$ cat src/core/sar_pkg.sv
// ====================================================================
// Constants and types of the conversion sequencer
package sar_pkg;
   // Core clock
   localparam int CLK_NS = 8;
   // Internal oscillator period, 13 pulses fit well under 25 us
   localparam int INT_CLK_NS = 1600;
   localparam logic [7:0] INT_HALF_CYC =
      8'(INT_CLK_NS / (2 * CLK_NS));
   // Longest internal-clock conversion times
   localparam int MAX12_NS  = 25000;
   localparam int MAX10_NS  = 22000;
   localparam int MAX8_NS   = 18000;
   localparam int MAX12_CYC = MAX12_NS / CLK_NS;
   localparam int MAX10_CYC = MAX10_NS / CLK_NS;
   localparam int MAX8_CYC  = MAX8_NS / CLK_NS;
   // Fastest external clock
   localparam int EXT_MIN_NS = 1250;
   // Result width and pulse counter value on the last (13th) pulse
   localparam int NBITS = 12;
   localparam logic [3:0] LAST_PULSE = 4'hc;
   localparam logic [11:0] SAR_RST = 12'hfff;
   // Wishbone byte offsets
   localparam logic [3:0] ADR_CTRL = 4'h0;
   localparam logic [3:0] ADR_STAT = 4'h4;
   localparam logic [3:0] ADR_RES  = 4'h8;
   // Control fields and reset value
   localparam int CTRL_AUTO_BIT = 0;
   localparam int CTRL_CONV_BIT = 1;
   localparam logic CTRL_AUTO_RST = 1'h0;
   // Result buffer depth
   localparam logic [1:0] FIFO_DEPTH = 2'h2;

   typedef enum logic [0:0] {
      ST_IDLE = 1'b0,
      ST_CONV = 1'b1
   } sar_state_t;

   typedef struct packed {
      logic        short_cyc;
      logic [11:0] code;
   } sar_res_t;
endpackage

$ cat src/core/sar_seq.sv
`timescale 1ns/1ns
// ====================================================================
// Contract
// - Internal clock: start on convert rise; oscillator runs only while busy.
// - Clock and inhibit pins pulled up; both open selects internal clock.
// - External clock up to 800 kHz gives a 15 us 12-bit conversion.
// - Continuous mode, free external clock: 14th pulse starts next one.
// - Short-cycle input ends conversion after bits decided so far.
// - Short-cycle tied to next bit output ends right after the wanted bit.
// - Internal clock conversion at most 25, 22 or 18 us by length.
// - Outputs complementary: a true bit reads as logic 0.
// - Near full scale codes toggle FFE/FFF and 000/001, complement coded.
// - Bit n decided on pulse n+1; status falls after the 13th rising edge.
// - Convert commands during a conversion are ignored.
// - Serial result only during conversion, MSB first, with clock output.
module sar_seq (
   input  wire logic             clk_i,
   input  wire logic             rst_i,
   input  wire logic [3:0]       wb_adr_i,
   input  wire logic             wb_cyc_i,
   input  wire logic             wb_stb_i,
   input  wire logic             wb_we_i,
   input  wire logic [3:0]       wb_sel_i,
   input  wire logic [31:0]      wb_dat_i,
   output logic      [31:0]      wb_dat_o,
   output logic                  wb_ack_o,
   input  wire logic             convert_i,
   input  wire logic             ext_clk_i,
   input  wire logic             ext_clk_drv_i,
   input  wire logic             clk_inh_i,
   input  wire logic             clk_inh_drv_i,
   input  wire logic             short_cycle_n_i,
   input  wire logic             comp_i,
   output logic      [11:0]      bits_o,
   output logic                  msb_n_o,
   output logic                  status_o,
   output logic                  serial_o,
   output logic                  conv_clk_o,
   output logic                  res_valid_o,
   input  wire logic             res_ready_i,
   output sar_pkg::sar_res_t     res_data_o
);

   // =================================================================
   // Pin synchronisers
   logic [4:0]  pin_raw;
   logic [4:0]  sync1_q;
   logic [4:0]  sync2_q;
   logic [1:0]  prev_q;
   logic        conv_s;
   logic        ext_s;
   logic        inh_s;
   logic        sc_n_s;
   logic        comp_s;

   // Undriven clock pins read high, as a pull-up would leave them
   assign pin_raw = {convert_i,
                     ext_clk_drv_i ? ext_clk_i : 1'b1,
                     clk_inh_drv_i ? clk_inh_i : 1'b1,
                     short_cycle_n_i,
                     comp_i};

   // Two stages; the 8 ns sampling resolves an 800 kHz clock easily
   always_ff @(posedge clk_i) begin
      if (rst_i) begin
         sync1_q <= 5'h1e;
         sync2_q <= 5'h1e;
      end else begin
         sync1_q <= pin_raw;
         sync2_q <= sync1_q;
      end
   end

   assign {conv_s, ext_s, inh_s, sc_n_s, comp_s} = sync2_q;

   // Previous samples of convert and external clock
   always_ff @(posedge clk_i) begin
      if (rst_i) begin
         prev_q <= 2'h3;
      end else begin
         prev_q <= {conv_s, ext_s};
      end
   end

   // =================================================================
   // Clock source and internal oscillator
   logic        ext_mode;
   logic        ext_rise;
   logic [7:0]  div_q;
   logic        int_clk_q;
   logic        int_rise;
   logic        conv_rise;
   sar_pkg::sar_state_t state_q;
   logic        busy_q;

   assign busy_q   = (state_q == sar_pkg::ST_CONV);
   assign ext_mode = !inh_s;
   assign ext_rise = ext_s && !prev_q[0];
   assign int_rise = busy_q && !ext_mode && !int_clk_q
                     && (div_q == sar_pkg::INT_HALF_CYC - 8'h01);
   assign conv_rise = ext_mode ? (busy_q && ext_rise) : int_rise;

   // Oscillator held stopped and low whenever idle
   always_ff @(posedge clk_i) begin
      if (rst_i || !busy_q || ext_mode) begin
         div_q     <= 8'h00;
         int_clk_q <= 1'b0;
      end else if (div_q == sar_pkg::INT_HALF_CYC - 8'h01) begin
         div_q     <= 8'h00;
         int_clk_q <= !int_clk_q;
      end else begin
         div_q     <= div_q + 8'h01;
      end
   end

   // =================================================================
   // Result buffer, two entries
   sar_pkg::sar_res_t mem_q [0:1];
   logic        wr_ptr_q;
   logic        rd_ptr_q;
   logic [1:0]  fcnt_q;
   logic        fifo_full;
   logic        push_q;
   logic        pop;

   assign fifo_full   = (fcnt_q == sar_pkg::FIFO_DEPTH);
   assign res_valid_o = (fcnt_q != 2'h0);
   assign res_data_o  = mem_q[rd_ptr_q];
   assign pop         = res_valid_o && res_ready_i;

   // =================================================================
   // Start control
   logic        auto_q;
   logic        sw_conv_q;
   logic        cmd_rise;
   logic        auto_start;
   logic        start;
   logic        sc_end;
   logic [3:0]  cnt_q;

   // A full buffer stalls new starts; a start in the push cycle sees the stale count and can overwrite the oldest result
   assign cmd_rise   = (conv_s && !prev_q[1]) || sw_conv_q;
   assign auto_start = auto_q && ext_mode && ext_rise;
   assign start      = !busy_q && !fifo_full
                       && (cmd_rise || auto_start);
   assign sc_end     = busy_q && !conv_rise && !sc_n_s
                       && (cnt_q != 4'h0);

   // =================================================================
   // Approximation register and sequencing
   logic [11:0] sar_q;
   logic        ser_q;
   logic        short_q;

   // Bit n is tested on pulse n and decided on pulse n+1
   always_ff @(posedge clk_i) begin
      if (rst_i) begin
         state_q <= sar_pkg::ST_IDLE;
         cnt_q   <= 4'h0;
         sar_q   <= sar_pkg::SAR_RST;
         ser_q   <= 1'b0;
         short_q <= 1'b0;
      end else if (start) begin
         state_q <= sar_pkg::ST_CONV;
         cnt_q   <= 4'h0;
         sar_q   <= sar_pkg::SAR_RST;
         ser_q   <= 1'b0;
         short_q <= 1'b0;
      end else if (conv_rise) begin
         cnt_q <= cnt_q + 4'h1;
         if (cnt_q != 4'h0) begin
            // True decision keeps the trial 0
            sar_q[4'hc - cnt_q] <= !comp_s;
            ser_q <= !comp_s && (cnt_q != sar_pkg::LAST_PULSE);
         end
         if (cnt_q < sar_pkg::LAST_PULSE) begin
            sar_q[4'hb - cnt_q] <= 1'b0;
         end
         if (cnt_q == sar_pkg::LAST_PULSE) begin
            state_q <= sar_pkg::ST_IDLE;
         end
      end else if (sc_end) begin
         // Undecided trial bit returns to false, status drops now
         state_q             <= sar_pkg::ST_IDLE;
         sar_q[4'hc - cnt_q] <= 1'b1;
         ser_q               <= 1'b0;
         short_q             <= 1'b1;
      end
   end

   // Completion pulse feeds the buffer one cycle later
   always_ff @(posedge clk_i) begin
      if (rst_i) begin
         push_q <= 1'b0;
      end else begin
         push_q <= busy_q && (sc_end ||
                   (conv_rise && cnt_q == sar_pkg::LAST_PULSE));
      end
   end

   // Buffer storage and pointers
   always_ff @(posedge clk_i) begin
      if (rst_i) begin
         wr_ptr_q <= 1'b0;
         rd_ptr_q <= 1'b0;
         fcnt_q   <= 2'h0;
         mem_q[0] <= '0;
         mem_q[1] <= '0;
      end else begin
         if (push_q) begin
            mem_q[wr_ptr_q] <= '{short_cyc: short_q, code: sar_q};
            wr_ptr_q        <= !wr_ptr_q;
         end
         if (pop) begin
            rd_ptr_q <= !rd_ptr_q;
         end
         fcnt_q <= fcnt_q + {1'b0, push_q} - {1'b0, pop};
      end
   end
   // Clock copy rises with each pulse edge, so pulse 13 is shown too
   always_ff @(posedge clk_i) begin
      if (rst_i) begin
         conv_clk_o <= 1'b0;
      end else begin
         conv_clk_o <= busy_q && (conv_rise || (conv_clk_o
                       && (ext_mode ? ext_s : int_clk_q)));
      end
   end

   assign bits_o   = sar_q;
   assign msb_n_o  = !sar_q[sar_pkg::NBITS - 1];
   assign status_o = busy_q;
   assign serial_o = ser_q;

   // =================================================================
   // Wishbone slave, one wait state, writes land on the ack edge
   logic        ack_q;
   logic [31:0] rdat_q;
   logic        wr_en;

   assign wr_en    = wb_cyc_i && wb_stb_i && wb_we_i && ack_q;
   assign wb_ack_o = ack_q;
   assign wb_dat_o = rdat_q;

   // Ack handshake
   always_ff @(posedge clk_i) begin
      if (rst_i) begin
         ack_q <= 1'b0;
      end else begin
         ack_q <= wb_cyc_i && wb_stb_i && !ack_q;
      end
   end

   // Control register; software start is a single-cycle pulse
   always_ff @(posedge clk_i) begin
      if (rst_i) begin
         auto_q    <= sar_pkg::CTRL_AUTO_RST;
         sw_conv_q <= 1'b0;
      end else if (wr_en && wb_sel_i[0]
                   && wb_adr_i == sar_pkg::ADR_CTRL) begin
         auto_q    <= wb_dat_i[sar_pkg::CTRL_AUTO_BIT];
         sw_conv_q <= wb_dat_i[sar_pkg::CTRL_CONV_BIT];
      end else begin
         sw_conv_q <= 1'b0;
      end
   end

   // Read mux; unmapped offsets read zero
   always_ff @(posedge clk_i) begin
      if (rst_i) begin
         rdat_q <= 32'h0000_0000;
      end else if (!(wb_cyc_i && wb_stb_i)) begin
         rdat_q <= 32'h0000_0000;
      end else if (wb_adr_i == sar_pkg::ADR_CTRL) begin
         rdat_q <= {31'h0000_0000, auto_q};
      end else if (wb_adr_i == sar_pkg::ADR_STAT) begin
         rdat_q <= {27'h000_0000, fcnt_q, short_q, ext_mode, busy_q};
      end else if (wb_adr_i == sar_pkg::ADR_RES) begin
         rdat_q <= {20'h0_0000, sar_q};
      end else begin
         rdat_q <= 32'h0000_0000;
      end
   end

   int unsigned tm_q;

   // Conversion length counter for the internal clock
   always_ff @(posedge clk_i) begin
      if (rst_i || !busy_q || ext_mode) begin
         tm_q <= 0;
      end else begin
         tm_q <= tm_q + 1;
      end
   end
endmodule

$ cat config.mk
export PLATFORM = sky130hd
export DESIGN_NAME = sar_seq
export DESIGN_NICKNAME = d
export VERILOG_FILES = /design/src/core/sar_pkg.sv /design/src/core/sar_seq.sv
export SDC_FILE = /design/constraint.sdc
export NUM_CORES = 1
export LEC_CHECK = 0
export CAP_MARGIN = 40
export CELL_PAD_IN_SITES_DETAIL_PLACEMENT = 1
export CELL_PAD_IN_SITES_GLOBAL_PLACEMENT = 2
export CORE_AREA = 4 4 157 83
export DETAILED_ROUTE_END_ITERATION = 8
export DIE_AREA = 0 0 161 87
export DONT_BUFFER_PORTS = 1
export GPL_ROUTABILITY_DRIVEN = 0
export PLACE_DENSITY_LB_ADDON = 0.08
export REMOVE_ABC_BUFFERS = 1
export SLEW_MARGIN = 10
export SYNTH_ARGS = -nofsm -noshare
export SYNTH_HDL_FRONTEND = slang
export SYNTH_SLANG_ARGS = --single-unit
$ cat constraint.sdc
create_clock -name clk_i -period 2 [get_ports clk_i]
set_input_delay 0.5 -clock clk_i [delete_from_list [all_inputs] [get_ports clk_i]]
set_output_delay 0.5 -clock clk_i [all_outputs]
set_load 0.01 [all_outputs]
# --- Word level (Yosys, flattened, before mapping) ---
# Memory sizes are Yosys's and may differ from the RTL's. A register that Yosys moved wholly into a read port is not among the register bits.
# Cells that the tools add are included.
word_totals:
  register_bits: 81
  ram_bits: 26
  in_bits: 53
  out_inout_bits: 63
  mem_count: 1
mem_list:
  columns: ["memory", "depth", "word_bits", "read_ports", "rd_ports_with_merged_regs", "write_ports", "line", "rtl"]
  rows:
  - ["mem_q", 2, 13, 1, 1, 2, "sar_seq.sv:118", "sar_pkg::sar_res_t mem_q [0:1];"]
classes:
  add_sub_neg: 6
  n_lt_le_gt_ge: 5
  eq_ne: 8
  muxes: 33
  bitwise_logic: 9
  reduce_logical: 64
ops:
  columns: ["op", "n"]
  rows:
  - ["2-to-1 mux 12 bit", 7]
  - ["logical AND 1 bit", 27]
  - ["2-to-1 mux 1 bit", 20]
  - ["zero test 1 bit", 13]
  - ["2-to-1 mux 13 bit", 1]
  - ["OR reduction 13 bit", 1]
  - ["AND 12 bit", 1]
  - ["bitwise mux 12 bit", 1]
  - ["NOT 12 bit", 1]
  - ["bitwise OR 12 bit", 1]
  - ["OR reduction 2 bit", 6]
  - ["< comparator 4 x 5 -> 1 bit, second input constant", 2]
  - ["2-to-1 mux 5 bit", 2]
  - ["adder 8 x 1 -> 8 bit, second input constant", 1]
  - ["demux 1 bit (select 4 bit)", 2]
  - ["equality test 4 bit, second input constant", 2]
  - ["equality test 8 x 7 -> 1 bit, second input constant", 1]
  - ["greater-or-equal comparator 4 x 1 -> 1 bit, second input constant", 2]
  - ["subtractor 4 bit, first input constant", 2]
  - ["logical OR 1 bit", 6]
  - ["NOT 1 bit", 6]
  - ["AND reduction 2 bit", 3]
  - ["OR reduction 5 bit", 1]
  - ["adder 4 x 1 -> 4 bit, second input constant", 1]
  - ["14 further kinds", 15]

# --- Depth between registers and ports, before layout ---
depth:
  depth_word: 13
  mapped_depth: 8
  ltp_nobuf: 7

# --- Worst setup path after synthesis ---
# OpenSTA, ideal clock, no wires.
synth_path:
  kind: "reg-to-reg"
  startpoint: "register cnt_q[0]"
  endpoint: "register sar_q[9], in the netlist bits_o[9]"
  setup_ns: 0.125
  t_arrival_ns: 1.860
  required_ns: 1.875
  slack_ns: 0.015
  stages_incl_launch_ff: 9
  n_path_buf: 1
  synth_period_minus_slack_ns: 1.985
  path_cell_list: "dfxtp_1 inv_1 ha_1 buf_2 nand2_1 o21ba_1 or2_4 a311oi_1 a21oi_1"
synth_via:
  elab_chain_len: 13
  elab_cells_between_ends: 27
  cone_classes: "2 x add/sub; 5 x order compare; 12 x mux; 3 x bitwise; 5 x reduce/logical"
synth_rtl:
  columns: ["item", "line", "rtl"]
  rows:
  - ["start: declaration", "sar_seq.sv:139", "logic [3:0] cnt_q;"]
  - ["start signal: assignment", "sar_seq.sv:170", "cnt_q <= cnt_q + 4'h1;"]
  - ["subtractor 4 bit", "sar_seq.sv:173, sar_seq.sv:185", null]
  - ["< comparator 4 x 5 -> 1 bit (implied by the code) / greater-or-equal comparator 4 x 1 -> 1 bit (equally long branches)", "sar_seq.sv:173, sar_seq.sv:185", null]
  - ["logical AND 1 bit (implied by the code)", "sar_seq.sv:173, sar_seq.sv:185", null]
  - ["2-to-1 mux 1 bit (implied by the code)", "sar_seq.sv:173, sar_seq.sv:185", null]
  - ["demux 1 bit (select 4 bit)", "sar_seq.sv:173, sar_seq.sv:185", null]
  - ["bitwise mux 12 bit", "sar_seq.sv:173", "sar_q[4'hc - cnt_q] <= !comp_s;"]
  - ["2-to-1 mux 12 bit", "sar_seq.sv:171", "if (cnt_q != 4'h0) begin"]
  - ["2-to-1 mux 12 bit", "sar_seq.sv:169", "end else if (conv_rise) begin"]
  - ["2-to-1 mux 12 bit", "sar_seq.sv:163", "end else if (start) begin"]
  - ["2-to-1 mux 12 bit", "sar_seq.sv:157", "if (rst_i) begin"]
  - ["AND 12 bit (no line)", null, null]
  - ["2-to-1 mux 12 bit", "sar_seq.sv:176", "if (cnt_q < sar_pkg::LAST_PULSE) begin"]
  - ["2-to-1 mux 12 bit", "sar_seq.sv:169", null]
  - ["end signal: assignment", "sar_seq.sv:160", "sar_q <= sar_pkg::SAR_RST;"]
  - ["end signal: assignment", "sar_seq.sv:166", "sar_q <= sar_pkg::SAR_RST;"]
  - ["end signal: indexed assignment", "sar_seq.sv:173", null]
  - ["end: declaration", "sar_seq.sv:151", "logic [11:0] sar_q;"]
# Parallel ways exist; a longest one is shown, timed or not. The select of a mux whose other input is x is not followed.
# A chain may end at the register's enable or synchronous reset.

# --- Worst setup path after layout ---
layout_path:
  startpoint: "register cnt_q[0]"
  endpoint: "register sar_q[7], in the netlist bits_o[7]"
# Same word-level chain as after synthesis.

==> metrics.txt <==
Mapped Area=4030 um2; Site Rows=28; Port Buf Inserts=0; WL per Instance=roughly 17 um; layout cell share with drive strength beyond 1=16.9%; Most used DFF post-synth=dfxtp_1; first-pass GRT wire length=about 16000 um; Peak VDD IR=0.423 mV; r2r startpoint=cnt_q[0]; placed cell area=4240 um2; Buf+Inv Stages, Crit Path=1; synth top area cells=dfxtp_1 (31%), edfxtp_1 (19%), and2_1 (5.6%); Critical Path Fanout Max=8; CTS tree=yes; total track usage=14.3%; Tot Pwr=4.00 mW; setup bufs post-CTS=0; largest stage delay on the critical path=430 ps; clock skew=8.65 ps; I/O pin count=116; Fmax=553 MHz; synthesized flop and latch total=88; register share of total power=48.3%; Compound-Gate Fraction of Synth Area=11.6%; Initial Util=34.6%; dpl ws=between 100 and 150 ps; initial drt markers=105; CP top delay family=compound AO/OA/AOI/OAI gates; Seq/Total Area, Yosys=50.2%; reg2reg path depth=6; Finished Cell Area=4550 um2; final wirelength=9580 um; antenna cell count=0; post-synth top area cell=dfxtp_1; Post-synth EDFFs=26; share of synthesized registers carrying an async set or reset=0%; initial antenna violation count=0; pwr dens=878 nW/um2; TritonCTS buffer count=9; drt pass-1 iters=4; FF-to-FF setup slack=190 ps; Cell Chain, Critical Path=buf_4, ha_1, nand2_1, a2111oi_0, o21ba_1, o21ai_1; max-cap viol count=0; Clk pwr share=43.0%; Worst Hold Class=in2reg; Die Span Y=between 80 and 90 um; post-placement cell count=558; clk root buf=clkbuf_16; routed vias=approximately 2700; RSZ-0062 raised after global routing=false; maximum clock insertion buffer count=2; crit end category=register; PnR worst setup slack=190 ps; clock slew at reported path FFs=about 70 ps; antenna-violating nets left=0; dpl hpwl=7190 um; Slew @ Worst Pin=578 ps; largest family of logic cells by synthesized area=simple AND/OR/NAND/NOR gates; width of the chip=around 160 um; synthesis-to-finish area growth=12.9%; Vias per Instance=about 4.8; Post-Synth XOR/XNOR Area=2.83%; die area=14000 um2; syn avg cell area=10.3 um2; Rel. slew slack=approximately three fifths; maximum number of pins on one net before global-route repair=32; met2 GRT Util=a little under a quarter; final setup violation count=0; # fillers=1313; Net Sw Power=0.963 mW; FF-to-FF End=bits_o[7]; crit start category=register; post-synth cell types=55; mux cell area share after synthesis=~4.6%; Max Slew Vio Count=0; internal power=just over 3 mW; Final #Nets=468; Req. time, crit path=around 2200 ps; Tcrit/Tclk final=about nine tenths; synth warn=0; Resize count post-CTS=0; total grt overflow=0; final routed DRC violation total=0; Simple-Gate Fraction of Synth Area=~21%; fin crit period=1810 ps; Core Util, Final=39.1%; Core Area=11600 um2; worst hold path startpoint=rst_i; Adder-Cell Fraction of Synth Area=3.42%; Pleak=1.76 nW; Logic pwr share=8.7%; Synth top cells by count=dfxtp_1 (62), nor2_1 (43), and2_1 (36), edfxtp_1 (26), buf_4 (22); met1 usage=between 10% and 20%; Post-CTS Hold Buffers=0; Max stage delay cell, worst path=a2111oi_0; clk_lat worst skew=~340 ps; top-count cell post-synth=dfxtp_1; post-synthesis instance total=391; Hold Fails Final Rpt=0; Worst Hold Path Cells=1; kind of critical path=reg2reg; post-synth top area share=30.8%; crit path DAT=2040 ps; final std cells w/o fill=574; Most Crowded Layer GR=met2; CTS H-tree lvls=3; met3 usage=between 5 and 6%; CTS Sinks=88; Sw Share=24.1%; vias in the first global route=2924; run status=complete, no violations
==> registers in the layout, indices dropped and copies added (netlist names), 2 cells and up, named ones only <==
| register | count |
|---|---|
| sync1_q | 5 |
| sync2_q | 5 |
| prev_q | 2 |
| wb_dat_o | 12 |
| mem_q | 26 |
| cnt_q | 4 |
| fcnt_q | 2 |
| div_q | 8 |
| bits_o | 12 |
==> cells by family (layout without fill, tap and decap cells) <==
group,Yosys count,in the layout
xor gates and xnor gates,13,13
AOI/OAI and AO/OA,65,65
and+or+nand+nor,148,148
other,1,20
adders and majority gates,11,11
muxes,17,17
DFF,88,88
buffers and inverters,48,47
==> stage by stage <==
stage | hold WS (ps) | TNS [ps]
after floorplan | 389 | -4200
after global placement | 397 | 0
after detailed placement | 397 | 0
after CTS | 210 | 0
after global routing | 201 | 0
final | 223 | 0
==> worst max path at each step <==
stage / from / to / slack [ps] / cells past startpoint
4_1_cts: cnt_q[0] / bits_o[1] / 120 / 7
2_1_floorplan: div_q[0] / push_q / -330 / 5
6_report: cnt_q[0] / bits_o[7] / 190 / 6
5_1_grt: div_q[0] / serial_o / 40 / 6
3_5_place_dp: cnt_q[0] / bits_o[1] / 130 / 7
3_3_place_gp: cnt_q[0] / bits_o[3] / 170 / 7
==> metal layers <==
metal / wire (um) / share of wire, % / up-vias
met4: 95 / 0.99 / 0
met3: 617 / 6.4 / 9
li1: - / - / 1338
met2: 4260 / 44 / 66
met5: 0 / 0 / -
met1: 4610 / 48 / 1321
==> layout make-up <==
type	count	area [um2]	share of cell area, %
clock buffer	10	229	5.03
clock inverter	6	80.1	1.76
inverter	14	52.6	1.16
multi-input combinational	274	1820	40.0
sequential	88	2020	44.4
tap	165	206	4.54
timing repair buffer	17	140	3.08
==> power groups by stage <==
stage | sequential [mW] | clock [mW] | combinational, mW
2_1_floorplan | 1.98 | 0 | 0.254
3_3_place_gp | 1.96 | 0 | 0.344
3_5_place_dp | 1.97 | 0 | 0.349
4_1_cts | 1.93 | 1.77 | 0.353
5_1_grt | 1.94 | 1.86 | 0.385
6_report | 1.93 | 1.72 | 0.347
==> cells in the final DEF, fill, tap and decap left out, drive strengths merged, types with 7 or more instances in the layout <==
master and instances:
mux2 13, nor2b 10, edfxtp 26, nor3 7
ha 11, clkbuf 10, a22oi 9, buf 17
or2 11, nand3 8, inv 15, nor2 43
o21ai 16, nand2 13, conb 20, dfxtp 62
xnor2 10, a21oi 15, and2 36
Power figures use the tool's default switching activity.
